[config.mk]
export PLATFORM = sky130hd
export DESIGN_NAME = svdc_ctrl
export DESIGN_NICKNAME = d
export VERILOG_FILES = /design/src/svdc_ctrl.v /design/src/svdc_edge.v /design/src/svdc_sync.v
export VERILOG_INCLUDE_DIRS = /design/src
export SDC_FILE = /design/constraint.sdc
export NUM_CORES = 1
export LEC_CHECK = 0
export BUFFER_PORTS_ARGS = -buffer_cell sky130_fd_sc_hd__buf_4
export CORE_MARGIN = 2
export CORE_UTILIZATION = 48
export CTS_BUF_LIST = sky130_fd_sc_hd__clkbuf_4
export DETAILED_ROUTE_END_ITERATION = 7
export GPL_TIMING_DRIVEN = 0
export PLACE_DENSITY = 0.8
export SYNTH_ARGS = -nofsm -noshare
export SYNTH_HDL_FRONTEND = slang
export SYNTH_SLANG_ARGS = --single-unit
[constraint.sdc]
create_clock -name clock_in -period 1.5 [get_ports clock_in]
set_input_delay 0.075 -clock clock_in [delete_from_list [all_inputs] [get_ports clock_in]]
set_output_delay 0.075 -clock clock_in [all_outputs]
set_load 0.1 [all_outputs]
[src/svdc_defines.vh]
// Constants for the supply voltage detector controller
`ifndef SVDC_DEFINES_VH
`define SVDC_DEFINES_VH
`define SVDC_ADDR_W        4
`define SVDC_ADDR_CTRL     4'h0
`define SVDC_ADDR_LEVEL    4'h1
`define SVDC_ADDR_CAUSE    4'h2
`define SVDC_ADDR_STATUS   4'h3
`define SVDC_ADDR_MASK     4'h4
`define SVDC_BIT_LOWFLAG   0
`define SVDC_BIT_LVLSEL    0
`define SVDC_BIT_DETMODE   7
`define SVDC_BIT_CAUSE     0
`define SVDC_IRQ_DROP      0
`define SVDC_IRQ_RESET     1
`define SVDC_IRQ_W         2
`define SVDC_MODE_INTRST   2'h2
`define SVDC_MODE_RST      2'h3
`define SVDC_MODE_INT      2'h1
`define SVDC_LEVEL_RST_IR  8'h00
`define SVDC_LEVEL_RST_R   8'h81
`define SVDC_LEVEL_RST_I   8'h01
`define SVDC_SYNC_STAGES   2
`endif

[src/svdc_ctrl.v]
// Supply voltage detector controller: modes, internal reset, interrupt, registers
//
// Our own choices: strobed register access and the register addresses.
`timescale 1ns/1ps
`include "svdc_defines.vh"
module svdc_ctrl (
    input  wire                    clock_in,
    input  wire                    reset_in,
    input  wire                    det_mode_sel_hi_in,
    input  wire                    det_mode_sel_lo_in,
    input  wire                    below_high_level_in,
    input  wire                    below_low_level_in,
    input  wire [`SVDC_ADDR_W-1:0] addr_in,
    input  wire [7:0]              wdata_in,
    input  wire                    write_in,
    input  wire                    read_in,
    output reg  [7:0]              rdata_out,
    output wire                    detector_reset_out,
    output wire                    supply_drop_irq_out,
    output wire                    irq_out
);
    // Comparators: bit 1 high level, bit 0 low or single level
    wire [1:0] cmp_sync;
    wire       below_high;
    wire       below_low;
    wire       below_single;
    wire       single_rise;
    wire       single_fall;
    wire       high_rise;
    wire       high_fall;

    svdc_sync #(
        .WIDTH (2)
    ) u_sync (
        .clock_in (clock_in),
        .reset_in (reset_in),
        .async_in ({below_high_level_in, below_low_level_in}),
        .sync_out (cmp_sync)
    );

    assign below_high   = cmp_sync[1];
    assign below_low    = cmp_sync[0];
    assign below_single = cmp_sync[0];

    svdc_edge u_edge_single (
        .clock_in (clock_in),
        .reset_in (reset_in),
        .level_in (below_single),
        .rise_out (single_fall),
        .fall_out (single_rise)
    );

    svdc_edge u_edge_high (
        .clock_in (clock_in),
        .reset_in (reset_in),
        .level_in (below_high),
        .rise_out (high_fall),
        .fall_out (high_rise)
    );

    // Mode strap caught on the cycle after reset release
    reg        mode_valid_reg;
    reg  [1:0] mode_reg;
    wire       is_intrst;
    wire       is_rst;
    wire       is_int;

    always @(posedge clock_in or posedge reset_in) begin
        if (reset_in) begin
            mode_valid_reg <= 1'b0;
            mode_reg       <= 2'h0;
        end else if (!mode_valid_reg) begin
            mode_valid_reg <= 1'b1;
            mode_reg       <= {det_mode_sel_hi_in, det_mode_sel_lo_in};
        end
    end

    assign is_intrst = mode_valid_reg && (mode_reg == `SVDC_MODE_INTRST);
    assign is_rst    = mode_valid_reg && (mode_reg == `SVDC_MODE_RST);
    assign is_int    = mode_valid_reg && (mode_reg == `SVDC_MODE_INT);

    // Controller state
    localparam ST_HOLD  = 3'b001;
    localparam ST_RUN   = 3'b010;
    localparam ST_RESET = 3'b100;

    reg  [2:0] state_reg;
    reg  [2:0] state_next;
    reg        drop_pulse;
    reg        cause_set;

    always @* begin
        state_next = state_reg;
        drop_pulse = 1'b0;
        cause_set  = 1'b0;
        case (state_reg)
            ST_HOLD: begin
                if (is_int && !below_single) begin
                    state_next = ST_RUN;
                end else if (is_rst && !below_single) begin
                    state_next = ST_RUN;
                end else if (is_intrst && !below_high) begin
                    state_next = ST_RUN;
                end
            end
            ST_RUN: begin
                if (is_intrst) begin
                    if (below_low) begin
                        state_next = ST_RESET;
                        cause_set  = 1'b1;
                    end else if (high_fall) begin
                        drop_pulse = 1'b1;
                    end
                end else if (is_rst) begin
                    if (below_single) begin
                        state_next = ST_RESET;
                        cause_set  = 1'b1;
                    end
                end else if (is_int) begin
                    if (single_fall || single_rise) begin
                        drop_pulse = 1'b1;
                    end
                end
            end
            ST_RESET: begin
                if (is_intrst && !below_high) begin
                    state_next = ST_RUN;
                end else if (is_rst && !below_single) begin
                    state_next = ST_RUN;
                end else if (is_int) begin
                    state_next = ST_RUN;
                end
            end
            default: begin
                state_next = ST_HOLD;
            end
        endcase
    end

    always @(posedge clock_in or posedge reset_in) begin
        if (reset_in) begin
            state_reg <= ST_HOLD;
        end else begin
            state_reg <= state_next;
        end
    end

    // Reset held through strap capture and hold, and while a detector reset stands
    assign detector_reset_out  = (state_reg != ST_RUN);
    assign supply_drop_irq_out = drop_pulse;

    // Registers
    reg  [7:0]            level_reg;
    reg                   cause_reg;
    reg  [`SVDC_IRQ_W-1:0] status_reg;
    reg  [`SVDC_IRQ_W-1:0] mask_reg;
    wire                  low_flag;
    wire [`SVDC_IRQ_W-1:0] events;
    reg                   level_init_reg;

    assign low_flag = mode_valid_reg &&
                      (is_intrst && level_reg[`SVDC_BIT_LVLSEL] ? below_low :
                       is_intrst ? below_high : below_single);

    assign events = {cause_set, drop_pulse};

    function [7:0] svdc_level_init;
        input [1:0] mode;
        begin
            case (mode)
                `SVDC_MODE_RST: svdc_level_init = `SVDC_LEVEL_RST_R;
                `SVDC_MODE_INT: svdc_level_init = `SVDC_LEVEL_RST_I;
                default:        svdc_level_init = `SVDC_LEVEL_RST_IR;
            endcase
        end
    endfunction

    wire wr_level  = write_in && (addr_in == `SVDC_ADDR_LEVEL);
    wire wr_mask   = write_in && (addr_in == `SVDC_ADDR_MASK);
    wire wr_cause  = write_in && (addr_in == `SVDC_ADDR_CAUSE);
    wire rd_status = read_in && (addr_in == `SVDC_ADDR_STATUS);

    always @(posedge clock_in or posedge reset_in) begin
        if (reset_in) begin
            level_reg      <= 8'h00;
            level_init_reg <= 1'b0;
        end else if (!level_init_reg && mode_valid_reg) begin
            level_init_reg <= 1'b1;
            level_reg      <= svdc_level_init(mode_reg);
        end else if (drop_pulse) begin
            level_reg[`SVDC_BIT_LVLSEL]  <= 1'b1;
            level_reg[`SVDC_BIT_DETMODE] <= 1'b1;
        end else if (wr_level && is_intrst) begin
            level_reg[`SVDC_BIT_LVLSEL]  <= wdata_in[`SVDC_BIT_LVLSEL];
            level_reg[`SVDC_BIT_DETMODE] <= wdata_in[`SVDC_BIT_DETMODE];
        end
    end

    // Cause flag survives the block reset only as far as this register allows
    always @(posedge clock_in or posedge reset_in) begin
        if (reset_in) begin
            cause_reg <= 1'b0;
        end else if (cause_set) begin
            cause_reg <= 1'b1;
        end else if (wr_cause && !wdata_in[`SVDC_BIT_CAUSE]) begin
            cause_reg <= 1'b0;
        end
    end

    always @(posedge clock_in or posedge reset_in) begin
        if (reset_in) begin
            status_reg <= {`SVDC_IRQ_W{1'b0}};
            mask_reg   <= {`SVDC_IRQ_W{1'b0}};
        end else begin
            // New events win over the clearing read
            status_reg <= (rd_status ? {`SVDC_IRQ_W{1'b0}} : status_reg) | events;
            if (wr_mask) begin
                mask_reg <= wdata_in[`SVDC_IRQ_W-1:0];
            end
        end
    end

    assign irq_out = |(status_reg & mask_reg);

    always @(posedge clock_in or posedge reset_in) begin
        if (reset_in) begin
            rdata_out <= 8'h00;
        end else if (read_in) begin
            case (addr_in)
                `SVDC_ADDR_CTRL:   rdata_out <= {7'h00, low_flag};
                `SVDC_ADDR_LEVEL:  rdata_out <= level_reg;
                `SVDC_ADDR_CAUSE:  rdata_out <= {7'h00, cause_reg};
                `SVDC_ADDR_STATUS: rdata_out <= {6'h00, status_reg};
                `SVDC_ADDR_MASK:   rdata_out <= {6'h00, mask_reg};
                default:           rdata_out <= 8'h00;
            endcase
        end else begin
            rdata_out <= 8'h00;
        end
    end
endmodule // svdc_ctrl

[src/svdc_edge.v]
// Rise and fall pulse detector on a synchronised level
`timescale 1ns/1ps
module svdc_edge (
    input  wire clock_in,
    input  wire reset_in,
    input  wire level_in,
    output wire rise_out,
    output wire fall_out
);
    reg last_reg;

    always @(posedge clock_in or posedge reset_in) begin
        if (reset_in) begin
            // Matches the synchroniser's reset level so no false edge follows reset
            last_reg <= 1'b1;
        end else begin
            last_reg <= level_in;
        end
    end

    assign rise_out = level_in & ~last_reg;
    assign fall_out = ~level_in & last_reg;
endmodule // svdc_edge

[src/svdc_sync.v]
// Two flip-flop synchroniser for a bundle of levels
`timescale 1ns/1ps
module svdc_sync #(
    parameter WIDTH = 2
) (
    input  wire             clock_in,
    input  wire             reset_in,
    input  wire [WIDTH-1:0] async_in,
    output wire [WIDTH-1:0] sync_out
);
    reg [WIDTH-1:0] meta_reg;
    reg [WIDTH-1:0] sync_reg;

    always @(posedge clock_in or posedge reset_in) begin
        if (reset_in) begin
            // Presume the supply low until a real comparison has passed both stages
            meta_reg <= {WIDTH{1'b1}};
            sync_reg <= {WIDTH{1'b1}};
        end else begin
            meta_reg <= async_in;
            sync_reg <= meta_reg;
        end
    end

    assign sync_out = sync_reg;
endmodule // svdc_sync

[Word-level counts from Yosys, hierarchy flattened]
Cells that the tools add are included.
Operators by class
  equal/unequal tests: 14
  multiplexer cells: 35
  bitwise logic cells: 8
  reduce and logical (&&, ||, !) cells: 25
Operator list (count)
  8-bit one-hot mux with 5 select lines: 1
  3-bit 2-to-1 mux: 9
  1-bit 2-to-1 mux: 21
  8-bit one-hot mux with 2 select lines: 1
  1-bit logical AND: 15
  3-bit one-hot mux with 3 select lines: 1
  4-bit by 2-bit equality test with 1-bit output (second input constant): 2
  8-bit 2-to-1 mux: 1
  4-bit != test (second input constant): 2
  2-bit equality test (second input constant): 2
  4-bit by 1-bit equality test with 1-bit output (second input constant): 1
  4-bit by 3-bit equality test with 1-bit output (second input constant): 1
  1-bit logical NOT: 4
  4-bit logical NOT: 1
  1-bit bitwise AND: 3
  3-bit by 1-bit equality test with 1-bit output (second input constant): 1
  3-bit by 2-bit equality test with 1-bit output (second input constant): 1
  3-bit equality test (second input constant): 1
  3-bit by 2-bit != test with 1-bit output (second input constant): 1
  3-bit != test (second input constant): 1
  1-bit inverter: 3
  3-bit AND reduction: 1
  3-bit nonzero test: 1
  2-bit bitwise AND: 1
  other kinds (6): 6
Storage, ports and cells
  register bits: 34
  input bits: 20
  output and inout bits: 11
  logic and storage cells: 96

[Logic depth before layout (Yosys ltp)]
Gate-level depths: netlist of the first run.
  depth in word-level cells: 10
  depth in mapped cells: 5
  gate-level depth less buffers: 4

[By module]
A second synthesis of the first run with hierarchy kept.
Unflattened totals
  cells, all modules: 113
  area, all modules: 1173.6 µm²
By module, submodules not included
  svdc_ctrl: times used 1, cells an instance 100, area each 974.7 µm², sequential area each 426.7 µm²
  svdc_sync: times used 1, cells an instance 5, area each 108.9 µm², sequential area each 105.1 µm²
  svdc_edge: times used 2, cells an instance 4, area each 45.0 µm², sequential area each 26.3 µm²

[Least setup slack after synthesis of the first run]
OpenSTA, ideal clock, no wires.
  path type: register to output
  start: register mode_reg[0]
  end: output port supply_drop_irq_out
  arrival: 1534 ps
  required time: 1425 ps
  path slack: -109 ps
  cell stages (with the launch flop): 6
  buffers on the path: 1
  path through: dfrtp_1 -> buf_6 -> nand4bb_1 -> a21oi_1 -> o211ai_1 -> inv_1
Between the ends
  word-level cells in the longest chain between the ends: 6
  elaborated cells between the ends (all ways): 10
  classes of those cells: eq/ne: 3; mux: 4; reduce/logical: 3
Ends and longest elaborated chain
  start, declared: RTL line svdc_ctrl.v:63  | reg [1:0] mode_reg;
  start signal, assigned: RTL line svdc_ctrl.v:74  | mode_reg <= {det_mode_sel_hi_in, det_mode_sel_lo_in};
  2-bit by 1-bit equality test with 1-bit output
  1-bit logical AND: RTL line svdc_ctrl.v:80  | assign is_int = mode_valid_reg && (mode_reg == `SVDC_MODE_INT);
  1-bit 2-to-1 mux: RTL line svdc_ctrl.v:119  | end else if (is_int) begin
  1-bit 2-to-1 mux: RTL line svdc_ctrl.v:114  | end else if (is_rst) begin
  1-bit 2-to-1 mux (*): RTL line svdc_ctrl.v:107  | if (is_intrst) begin
  1-bit 2-to-1 mux (*): RTL line svdc_ctrl.v:96  | case (state_reg)
  end, declared: RTL line svdc_ctrl.v:19  | output wire supply_drop_irq_out,
Every way passes the cells marked *; elsewhere a longest branch is shown, timed or not.

[Worst setup path after layout of the first run]
  start: register u_edge_high.last_reg
  end: output port supply_drop_irq_out
Between the ends
  word-level cells in the longest chain between the ends: 6
Ends and longest elaborated chain
  start, declared: RTL line svdc_edge.v:10  | reg last_reg;
  start signal, assigned: RTL line svdc_edge.v:17  | last_reg <= level_in;
  1-bit inverter: RTL line svdc_edge.v:21  | assign rise_out = level_in & ~last_reg;
  1-bit bitwise AND: RTL line svdc_edge.v:21
  1-bit 2-to-1 mux: RTL line svdc_ctrl.v:111  | end else if (high_fall) begin
  1-bit 2-to-1 mux: RTL line svdc_ctrl.v:108  | if (below_low) begin
  1-bit 2-to-1 mux: RTL line svdc_ctrl.v:107
  1-bit 2-to-1 mux: RTL line svdc_ctrl.v:96
Every way passes these cells.

==> impl_metrics.env, run 1 <==
export IMPL_status="finished with violations"
export IMPL_violations="negative setup slack"
export IMPL_synth_warnings=0
export IMPL_antenna_found_initial=0
export IMPL_tightest_slew_ps=842
export IMPL_start_util_pct=50.9
export IMPL_yosys_top_cells_area="dfrtp_1 35%, dfstp_2 16%, buf_4 3.3%"
export IMPL_cp_end_kind="output port"
export IMPL_place_gp_congestion=0.809
export IMPL_syn_mean_instance_area_um2=10.7
export IMPL_detail_route_first_pass_iterations=5
export IMPL_final_util_pct=68.2
export IMPL_synth_most_common_cell="dfrtp_1"
export IMPL_drtAntennaViolNets=0
export IMPL_grt_pass1_wl_um=3760
export IMPL_synthTopCellsByCount="16 x dfrtp_1, 10 x nand2_1, 7 x dfstp_2, 7 x nor2_1"
export IMPL_portBuffers=19
export IMPL_fp_dieH_um=52.7
export IMPL_vias=934
export IMPL_post_drt_wl_per_cell_um=13.4
export IMPL_holdPathStages=2
export IMPL_hp_class="input port to flip-flop"
export IMPL_cts_sinks=23
export IMPL_place_inst=157
export IMPL_yosysTopAreaCellShare_pct=35.2
export IMPL_antennaDiodeCount=0
export IMPL_synthToLayoutAreaGrowth_pct=34.0
export IMPL_yosysTopAreaCell="dfrtp_1"
export IMPL_die_w_um=52.7
export IMPL_critPathLaunchType="flip-flop"
export IMPL_stdcell_area_um2=1520
export IMPL_worstReg2RegStart="mode_reg[0]$_DFFE_PP0N_"
export IMPL_synth_async_sr_flop_share_pct=100
export IMPL_crit_required_ps=1420
export IMPL_reg2reg_to="state_reg[1]$_DFFE_PP0P_"
export IMPL_ff2ff_setup_slack_ps=-140
export IMPL_total_leakage_power_uw=0.000704
export IMPL_ys_seq_area_share_pct=51.4
export IMPL_min_delay_start="wdata_in[0]"
export IMPL_synth_edff_count=0
export IMPL_drive_gt1_share_pct=38.8
export IMPL_clk_latency_ps=320
export IMPL_drc=0
export IMPL_hpwlAfterDp_um=1620
export IMPL_report_final_hold_viol_count=0
export IMPL_fp_dieArea_um2=2770
export IMPL_numCtsBuffers=3
export IMPL_fp_coreArea_um2=2230
export IMPL_hold_end="mask_reg[0]$_DFFE_PP0P_"
export IMPL_setup_violations=3
export IMPL_fin_crit_ps=1710
export IMPL_crit_type="flip-flop to output port"
export IMPL_powerDensity_nw_per_um2=1160
export IMPL_max_freq_mhz=585
export IMPL_cp_max_fo=3
export IMPL_placementRows=17
export IMPL_via_per_inst=5.34
export IMPL_slew_headroom_pct=43.8
export IMPL_cts_max_level=1
export IMPL_clkSlewWorstSetupHoldPaths_ps=130
export IMPL_grt_pass1_vias=888
export IMPL_grt_max_degree=24
export IMPL_ys_seq_elements=23
export IMPL_ios=31
export IMPL_finalNonFillerCells=175
export IMPL_drt_iter0_markers=16
export IMPL_synth_cell_type_count=37
export IMPL_placed_cell_area_um2=1330
export IMPL_drt_total_wl_um=2350
export IMPL_final_nets=168
export IMPL_slew_viol_final=0
export IMPL_worst_slack_ps=-208
export IMPL_rsz0062_at_grt="true"
export IMPL_syn_area_um2=1140
export IMPL_synthFlopType="dfrtp_1"
export IMPL_max_vdd_ir_drop_v=0.000785
export IMPL_overflow=0
export IMPL_finClkSkew_ps=11.7
export IMPL_final_period_utilization_pct=114
export IMPL_track_usage_pct=19.2
export IMPL_cts_tree="built"
export IMPL_cp_arrival_ps=1630
export IMPL_n_fill_cell=174
export IMPL_cap_violations=0
export IMPL_cts_max_path_buffers=2
export IMPL_root_buffer="clkbuf_4"
export IMPL_rr_worst_depth=8
export IMPL_netlist_instances=106
## cells by family after synthesis
| logic type | after synthesis | synth area share, % |
|---|---|---|
| buffers and inverters | 13 | 7.26 |
| AND/OR/NAND/NOR | 43 | 23.7 |
| AO/OA/AOI/OAI | 19 | 11.4 |
| flip-flops | 23 | 51.4 |
| multiplexers | 6 | 5.61 |
| other | 2 | 0.660 |
## worst max-delay path by stage
stage	endpoint	from	depth (start not counted)
after floorplan	supply_drop_irq_out	mode_reg[0]$_DFFE_PP0N_	5
after global placement	state_reg[1]$_DFFE_PP0P_	u_sync.sync_out[0]$_DFF_PP1_	4
after detailed placement	state_reg[1]$_DFFE_PP0P_	u_sync.sync_out[0]$_DFF_PP1_	4
after CTS	supply_drop_irq_out	u_edge_single.last_reg$_DFF_PP1_	4
after global routing	supply_drop_irq_out	mode_reg[0]$_DFFE_PP0N_	6
final	supply_drop_irq_out	u_edge_high.last_reg$_DFF_PP1_	5
## repair_timing
item	in CTS	in global routing
endpoints found under the hold margin	21	1
buffers inserted	5	2
hold buffers	6	1
pin swaps	3	3
resized for setup	6	6
cloned	0	0
setup endpoints to repair	2	8
## metrics by stage
step	setup slack, ps	hold slack (ps)	setup TNS, ps	power [µW]
2_1_floorplan	-109	71.7	-109	1280
3_3_place_gp	-7.31	184	-7.31	1400
3_5_place_dp	-37.4	184	-37.4	1420
4_1_cts	-239	2.67	-353	1750
5_1_grt	-291	22.9	-835	1870
6_report	-208	31.4	-395	1770
## cell type report
class / count / area [µm²] / share of cell area, %
Buffer: 8 / 63.8 / 4.19
Clock buffer: 3 / 22.5 / 1.48
Clock inverter: 1 / 5.00 / 0.328
Inverter: 5 / 18.8 / 1.23
Multi-Input combinational cell: 74 / 508 / 33.3
Sequential cell: 23 / 586 / 38.4
Tap cell: 28 / 35.0 / 2.30
Timing Repair Buffer: 33 / 285 / 18.7
## worst max-delay path, cell delays in order, from the launching register on
cell and delay [ps]:
dfstp_2 540, nand4bb_1 110, a21oi_1 60, o211ai_1 280, inv_1 130, buf_12 180
## layer usage
| metal | global-route usage (%) | up-vias | part of all wire (%) |
|---|---|---|---|
| met1 | 21.4 | 439 | 42 |
| met2 | 33.5 | 39 | 50 |
| met5 | 0 | - | 0 |
| met3 | 3.43 | 7 | 5.4 |
| li1 | - | 449 | - |
| met4 | 11.5 | 0 | 2.7 |
## power breakdown
part	switching (µW)	internal [µW]	leakage (µW)	total, µW
logic	393	233	0.000419	626
registers	96.6	751	0.000267	848
clock network	193	100	0.0000177	293
## cells in the final DEF, fill, tap and decap left out, drive strengths merged, types with 3 or more instances in the layout
master        n
dlygate4sd3   7
conb          6
buf          33
nor2b         3
o21ai         3
nand3         3
nand2        11
a21oi         3
nor2          7
dfstp         7
inv           5
clkbuf        4
mux2i         3
mux2          3
a31oi         3
nand2b        3
dfrtp        16
No activity file was read; power rests on OpenSTA's default activity.
==> run 2, diff against run 1 <==
--- a/config.mk
+++ b/config.mk
@@ -6,13 +6,13 @@
 export SDC_FILE = /design/constraint.sdc
 export NUM_CORES = 1
 export LEC_CHECK = 0
-export BUFFER_PORTS_ARGS = -buffer_cell sky130_fd_sc_hd__buf_4
 export CORE_MARGIN = 2
-export CORE_UTILIZATION = 48
+export CORE_UTILIZATION = 58
 export CTS_BUF_LIST = sky130_fd_sc_hd__clkbuf_4
 export DETAILED_ROUTE_END_ITERATION = 7
+export DONT_BUFFER_PORTS = 1
 export GPL_TIMING_DRIVEN = 0
-export PLACE_DENSITY = 0.8
+export PLACE_DENSITY = 0.79
 export SYNTH_ARGS = -nofsm -noshare
 export SYNTH_HDL_FRONTEND = slang
 export SYNTH_SLANG_ARGS = --single-unit
==> impl_metrics.env, run 2 (synthesized netlist as in run 1, its figures left out) <==
export IMPL_status="finished with violations"
export IMPL_violations="negative setup slack"
export IMPL_report_final_hold_viol_count=0
export IMPL_finalPower_uw=1840
export IMPL_cts_tree="built"
export IMPL_multi_input_area_um2=548
export IMPL_numCtsBuffers=3
export IMPL_crit_required_ps=1420
export IMPL_rr_worst_depth=5
export IMPL_layout_common_cells="16 x buf_4, 15 x dfrtp_1, 13 x dlygate4sd3_1"
export IMPL_drive_gt1_share_pct=36.2
export IMPL_holdPathStages=4
export IMPL_register_area_um2=586
export IMPL_p_int_uw=1120
export IMPL_reg2reg_to="state_reg[1]$_DFFE_PP0P_"
export IMPL_tightest_slew_ps=868
export IMPL_finClkSkew_ps=5.33
export IMPL_grt_max_degree=24
export IMPL_drc=0
export IMPL_via_per_inst=5.78
export IMPL_antenna_found_initial=0
export IMPL_worst_slack_ps=-328
export IMPL_root_buffer="clkbuf_4"
export IMPL_cp_end_kind="output port"
export IMPL_cts_sinks=23
export IMPL_timing_hold_ws_ps=6.08
export IMPL_place_gp_congestion=0.753
export IMPL_slew_headroom_pct=42.2
export IMPL_slew_viol_final=0
export IMPL_vias=971
export IMPL_critPathMaxStageDelay_ps=560
export IMPL_grt_pass1_vias=923
export IMPL_n_fill_cell=109
export IMPL_switching_power_uw=720
export IMPL_max_freq_mhz=547
export IMPL_swShare_pct=39.2
export IMPL_final_nets=162
export IMPL_total_leakage_power_uw=0.000677
export IMPL_fp_dieH_um=48.3
export IMPL_detail_route_first_pass_iterations=4
export IMPL_clkSlewWorstSetupHoldPaths_ps=120
export IMPL_fp_dieArea_um2=2330
export IMPL_seqPwrFrac_pct=48.5
export IMPL_combPwrFrac_pct=35.3
export IMPL_cts_max_level=1
export IMPL_drt_total_wl_um=2760
export IMPL_cap_violations=0
export IMPL_fp_coreArea_um2=1900
export IMPL_hold_end="cause_reg$_DFFE_PP0P_"
export IMPL_post_drt_wl_per_cell_um=16.4
export IMPL_portBuffers=0
export IMPL_rsz0062_at_grt="true"
export IMPL_min_delay_start="addr_in[2]"
export IMPL_overflow=0
export IMPL_final_period_utilization_pct=122
export IMPL_hpwlAfterDp_um=1550
export IMPL_antennaDiodeCount=0
export IMPL_cp_max_fo=2
export IMPL_cp_cell_sequence="and3b_1 > o211ai_1 > buf_4 > clkinvlp_4"
export IMPL_final_common_cell="buf_4"
export IMPL_placementRows=16
export IMPL_critPathLaunchType="flip-flop"
export IMPL_fin_crit_ps=1830
export IMPL_ios=31
export IMPL_track_usage_pct=23.1
export IMPL_slowest_stage="dfstp_2"
export IMPL_start_util_pct=59.8
export IMPL_setup_violations=5
export IMPL_worstReg2RegStart="u_sync.sync_out[0]$_DFF_PP1_"
export IMPL_crit_type="flip-flop to output port"
export IMPL_clkPwrFrac_pct=16.2
export IMPL_drt_iter0_markers=24
export IMPL_cp_arrival_ps=1750
export IMPL_drtAntennaViolNets=0
export IMPL_clk_latency_ps=300
export IMPL_synthToLayoutAreaGrowth_pct=34.9
export IMPL_die_w_um=48.3
export IMPL_hp_class="input port to flip-flop"
export IMPL_powerDensity_nw_per_um2=1200
export IMPL_ff2ff_setup_slack_ps=-170
export IMPL_cts_max_path_buffers=2
export IMPL_grt_pass1_wl_um=3670
export IMPL_max_vdd_ir_drop_v=0.000779
run 2: critical path, delay by kind of cell, from the launching register on:
family / cells / cell delay (ps)
DFF: 1 / 560
buffers and inverters: 2 / 550
and+or+nand+nor: 1 / 170
AOI/OAI and AO/OA: 1 / 160
run 2: worst max-delay path by stage:
stage | depth (start not counted) | to | from
2_1_floorplan | 5 | supply_drop_irq_out | mode_reg[0]$_DFFE_PP0N_
6_report | 4 | supply_drop_irq_out | u_edge_single.last_reg$_DFF_PP1_
5_1_grt | 4 | supply_drop_irq_out | u_edge_single.last_reg$_DFF_PP1_
4_1_cts | 5 | supply_drop_irq_out | u_edge_high.last_reg$_DFF_PP1_
3_3_place_gp | 4 | supply_drop_irq_out | state_reg[2]$_DFFE_PP0P_
3_5_place_dp | 5 | supply_drop_irq_out | mode_reg[0]$_DFFE_PP0N_
run 2: cell type report:
type | instances | area share (%)
sequential | 23 | 38.2
multi-input combinational | 74 | 35.7
timing repair buffer | 27 | 16.1
buffer | 8 | 4.16
tap | 27 | 2.20
clock buffer | 4 | 1.96
inverter | 5 | 1.71
run 2: power by group through the flow:
stage          clock [µW]  combinational [µW]  sequential (µW)
6_report              297                 648              892
5_1_grt               334                 692              901
4_1_cts               301                 615              884
3_5_place_dp            0                 485              870
3_3_place_gp            0                 472              863
2_1_floorplan           0                 441              843
run 2: metal layers:
layer	wire length [µm]	GRT usage [%]	vias to the layer above
met5	0	0	-
li1	-	-	432
met2	1380	40.3	53
met1	1100	26.2	477
met3	182	4.44	9
met4	101	13.0	0
run 2: what timing repair did:
item                       in CTS  in global routing
gates cloned                    0                  0
hold buffers                   13                  0
setup endpoints to repair       5                  8
buffers inserted               10                  9
pin swaps                       9                 10
hold endpoints to repair       26                  0
gates resized for setup        19                  5
run 2: metrics by stage:
step	setup slack (ps)	util, %	area (µm²)	cells	setup TNS [ps]
floorplan	-109	-	1150	110	-109
global placement	-177	62.4	1190	137	-177
detailed placement	-218	62.4	1190	137	-241
CTS	-346	78.8	1500	164	-910
global route	-399	80.7	1530	168	-1030
finish	-328	80.7	1530	168	-730
==> run 3, diff against run 2 <==
--- a/config.mk
+++ b/config.mk
@@ -6,6 +6,7 @@
 export SDC_FILE = /design/constraint.sdc
 export NUM_CORES = 1
 export LEC_CHECK = 0
+export ABC_AREA = 1
 export CORE_MARGIN = 2
 export CORE_UTILIZATION = 58
 export CTS_BUF_LIST = sky130_fd_sc_hd__clkbuf_4
@@ -13,6 +14,7 @@
 export DONT_BUFFER_PORTS = 1
 export GPL_TIMING_DRIVEN = 0
 export PLACE_DENSITY = 0.79
+export SLEW_MARGIN = 20
 export SYNTH_ARGS = -nofsm -noshare
 export SYNTH_HDL_FRONTEND = slang
 export SYNTH_SLANG_ARGS = --single-unit
==> impl_metrics.env, run 3 <==
export IMPL_status="finished with violations"
export IMPL_violations="negative setup slack"
export IMPL_track_usage_pct=28.4
export IMPL_report_final_hold_viol_count=0
export IMPL_crit_buf_inv=2
export IMPL_cp_end_kind="output port"
export IMPL_cp_startpoint="state_reg[2]$_DFFE_PP0P_"
export IMPL_max_vdd_ir_drop_v=0.00111
export IMPL_via_per_inst=5.35
export IMPL_synthToLayoutAreaGrowth_pct=29.1
export IMPL_clk_latency_ps=320
export IMPL_fp_coreArea_um2=1780
export IMPL_route_met3_wl_um=201
export IMPL_total_leakage_power_uw=0.000733
export IMPL_slew_headroom_pct=41.8
export IMPL_cp_arrival_ps=1820
export IMPL_synth_cell_type_count=23
export IMPL_fin_crit_ps=1890
export IMPL_placementRows=15
export IMPL_timing_hold_ws_ps=22.9
export IMPL_final_nets=188
export IMPL_crit_type="flip-flop to output port"
export IMPL_netlist_instances=138
export IMPL_synth_warnings=0
export IMPL_cts_max_path_buffers=2
export IMPL_cts_max_level=1
export IMPL_dr_wl_met2_um=1320
export IMPL_slew_viol_final=0
export IMPL_reg2reg_to="level_reg[0]$_DFFE_PP0P_"
export IMPL_path_depth=5
export IMPL_drive_gt1_share_pct=22.8
export IMPL_cp_cell_sequence="inv_2 > nand3_4 > a21oi_4 > nand2_4 > clkinvlp_4"
export IMPL_stdcell_area_um2=1460
export IMPL_setup_violations=4
export IMPL_synth_edff_count=0
export IMPL_critPathLaunchType="flip-flop"
export IMPL_placed_cell_area_um2=1200
export IMPL_synthTopCellsByCount="33 x nand2_1, 23 x inv_1, 16 x dfrtp_1"
export IMPL_crit_required_ps=1420
export IMPL_drtAntennaViolNets=0
export IMPL_synth_async_sr_flop_share_pct=100
export IMPL_detail_route_first_pass_iterations=4
export IMPL_yosysTopAreaCell="dfrtp_1"
export IMPL_worstSetupEndpoint="supply_drop_irq_out"
export IMPL_overflow=0
export IMPL_tightest_slew_ps=873
export IMPL_fp_dieArea_um2=2320
export IMPL_place_gp_congestion=0.805
export IMPL_final_common_cell="nand2_1"
export IMPL_layout_common_cells="33 x nand2_1, 20 x inv_1, 16 x dfrtp_1, 16 x dlygate4sd3_1, 10 x buf_4"
export IMPL_yosys_top_cells_area="dfrtp_1 35%, dfstp_2 16%, nand2_1 11%"
export IMPL_syn_mean_instance_area_um2=8.20
export IMPL_ys_seq_elements=23
export IMPL_rr_worst_depth=8
export IMPL_grt_pass1_wl_um=4550
export IMPL_root_buffer="clkbuf_4"
export IMPL_grt_pass1_vias=1028
export IMPL_ys_seq_area_share_pct=51.7
export IMPL_cts_sinks=23
export IMPL_antenna_found_initial=0
export IMPL_finClkSkew_ps=1.63
export IMPL_die_w_um=48.2
export IMPL_cts_tree="built"
export IMPL_hpwlAfterDp_um=1620
export IMPL_synth_most_common_cell="nand2_1"
export IMPL_ff2ff_setup_slack_ps=-80
export IMPL_drt_met1_wl_um=1070
export IMPL_final_period_utilization_pct=126
export IMPL_drt_total_wl_um=2670
export IMPL_place_inst=167
export IMPL_antennaDiodeCount=0
export IMPL_fp_dieH_um=48.2
export IMPL_worstReg2RegStart="state_reg[2]$_DFFE_PP0P_"
export IMPL_cap_violations=0
export IMPL_portBuffers=0
export IMPL_clkSlewWorstSetupHoldPaths_ps=130
export IMPL_synthFlopType="dfrtp_1"
export IMPL_drt_iter0_markers=50
export IMPL_place_ws_ps=-126
export IMPL_powerDensity_nw_per_um2=1350
export IMPL_start_util_pct=63.4
export IMPL_numCtsBuffers=3
export IMPL_max_freq_mhz=528
export IMPL_cp_max_fo=3
export IMPL_post_drt_wl_per_cell_um=13.9
export IMPL_drc=0
export IMPL_hp_class="input port to flip-flop"
export IMPL_rsz0062_at_grt="true"
export IMPL_routed_top_layer="met4"
export IMPL_grt_max_degree=24
export IMPL_yosysTopAreaCellShare_pct=35.4
export IMPL_ios=31
export IMPL_vias=1028
export IMPL_syn_area_um2=1130
export IMPL_cpLargestDelayFamily="buffers and inverters"
export IMPL_critPathMaxStageDelay_ps=410
export IMPL_finalNonFillerCells=192
export IMPL_slowest_stage="dfrtp_1"
export IMPL_worst_slack_ps=-392
-- run 3: per-layer routing --
layer  vias to the layer above  global-route usage [%]
li1                        489                       -
met1                       466                    33.0
met2                        61                    51.8
met3                        12                    5.19
met4                         0                    9.73
met5                         -                       0
-- run 3: how the worst min path moves through the flow --
| stage | startpoint | end | slack [ps] | cells past startpoint |
|---|---|---|---|---|
| global placement | below_low_level_in | u_sync.meta_reg[0]$_DFF_PP1_ | 80 | 0 |
| CTS | wdata_in[0] | level_reg[0]$_DFFE_PP0P_ | 1 | 4 |
| finish | wdata_in[0] | level_reg[0]$_DFFE_PP0P_ | 20 | 4 |
| detailed placement | below_low_level_in | u_sync.meta_reg[0]$_DFF_PP1_ | 80 | 0 |
| global route | wdata_in[0] | level_reg[0]$_DFFE_PP0P_ | 60 | 4 |
| floorplan | reset_in | cause_reg$_DFFE_PP0P_ | 70 | 1 |
-- run 3: power by group --
| group | internal, µW | total (µW) | switching (µW) | leakage (µW) |
|---|---|---|---|---|
| Sequential | 761 | 886 | 126 | 0.000266 |
| Clock | 99.9 | 300 | 200 | 0.0000177 |
| Combinational | 234 | 782 | 549 | 0.000449 |
-- run 3: metrics by stage --
stage	setup TNS, ps	power (µW)	util [%]
final	-531	1970	81.9
after global placement	-99.6	1490	67.3
after CTS	-626	1930	81.8
after detailed placement	-126	1510	67.3
after floorplan	-42.6	1430	-
after global routing	-757	2050	81.9
-- run 3: area by class of cell --
| class | count | area, µm² |
|---|---|---|
| sequential | 23 | 584 |
| multi-input combinational | 90 | 488 |
| fill | 108 | 323 |
| timing repair buffer | 21 | 198 |
| inverter | 24 | 93.8 |
| buffer | 5 | 37.5 |
| tap | 25 | 31.3 |
| clock buffer | 3 | 22.5 |
| clock inverter | 1 | 5.00 |
-- run 3: cell families after synthesis --
logic type | after synthesis | share of synthesized area (%)
flip-flops | 23 | 51.7
AND/OR/NAND/NOR | 68 | 28.8
buffers and inverters | 29 | 11.3
AO/OA/AOI/OAI | 16 | 7.63
other | 2 | 0.664
-- run 3: tightest hold or removal path, stage by stage --
cell	delay [ps]
nand4_1	60
nand3_1	60
nand2_1	60
nand2_1	60
-- run 3: timing repair --
action                                  4_1_cts  5_1_grt
hold endpoints to repair                     27        0
endpoints found under the setup margin        3        6
buffers inserted                              5        2
gates resized for setup                       9        1
hold buffers                                 16        0
pin swaps                                     3        4
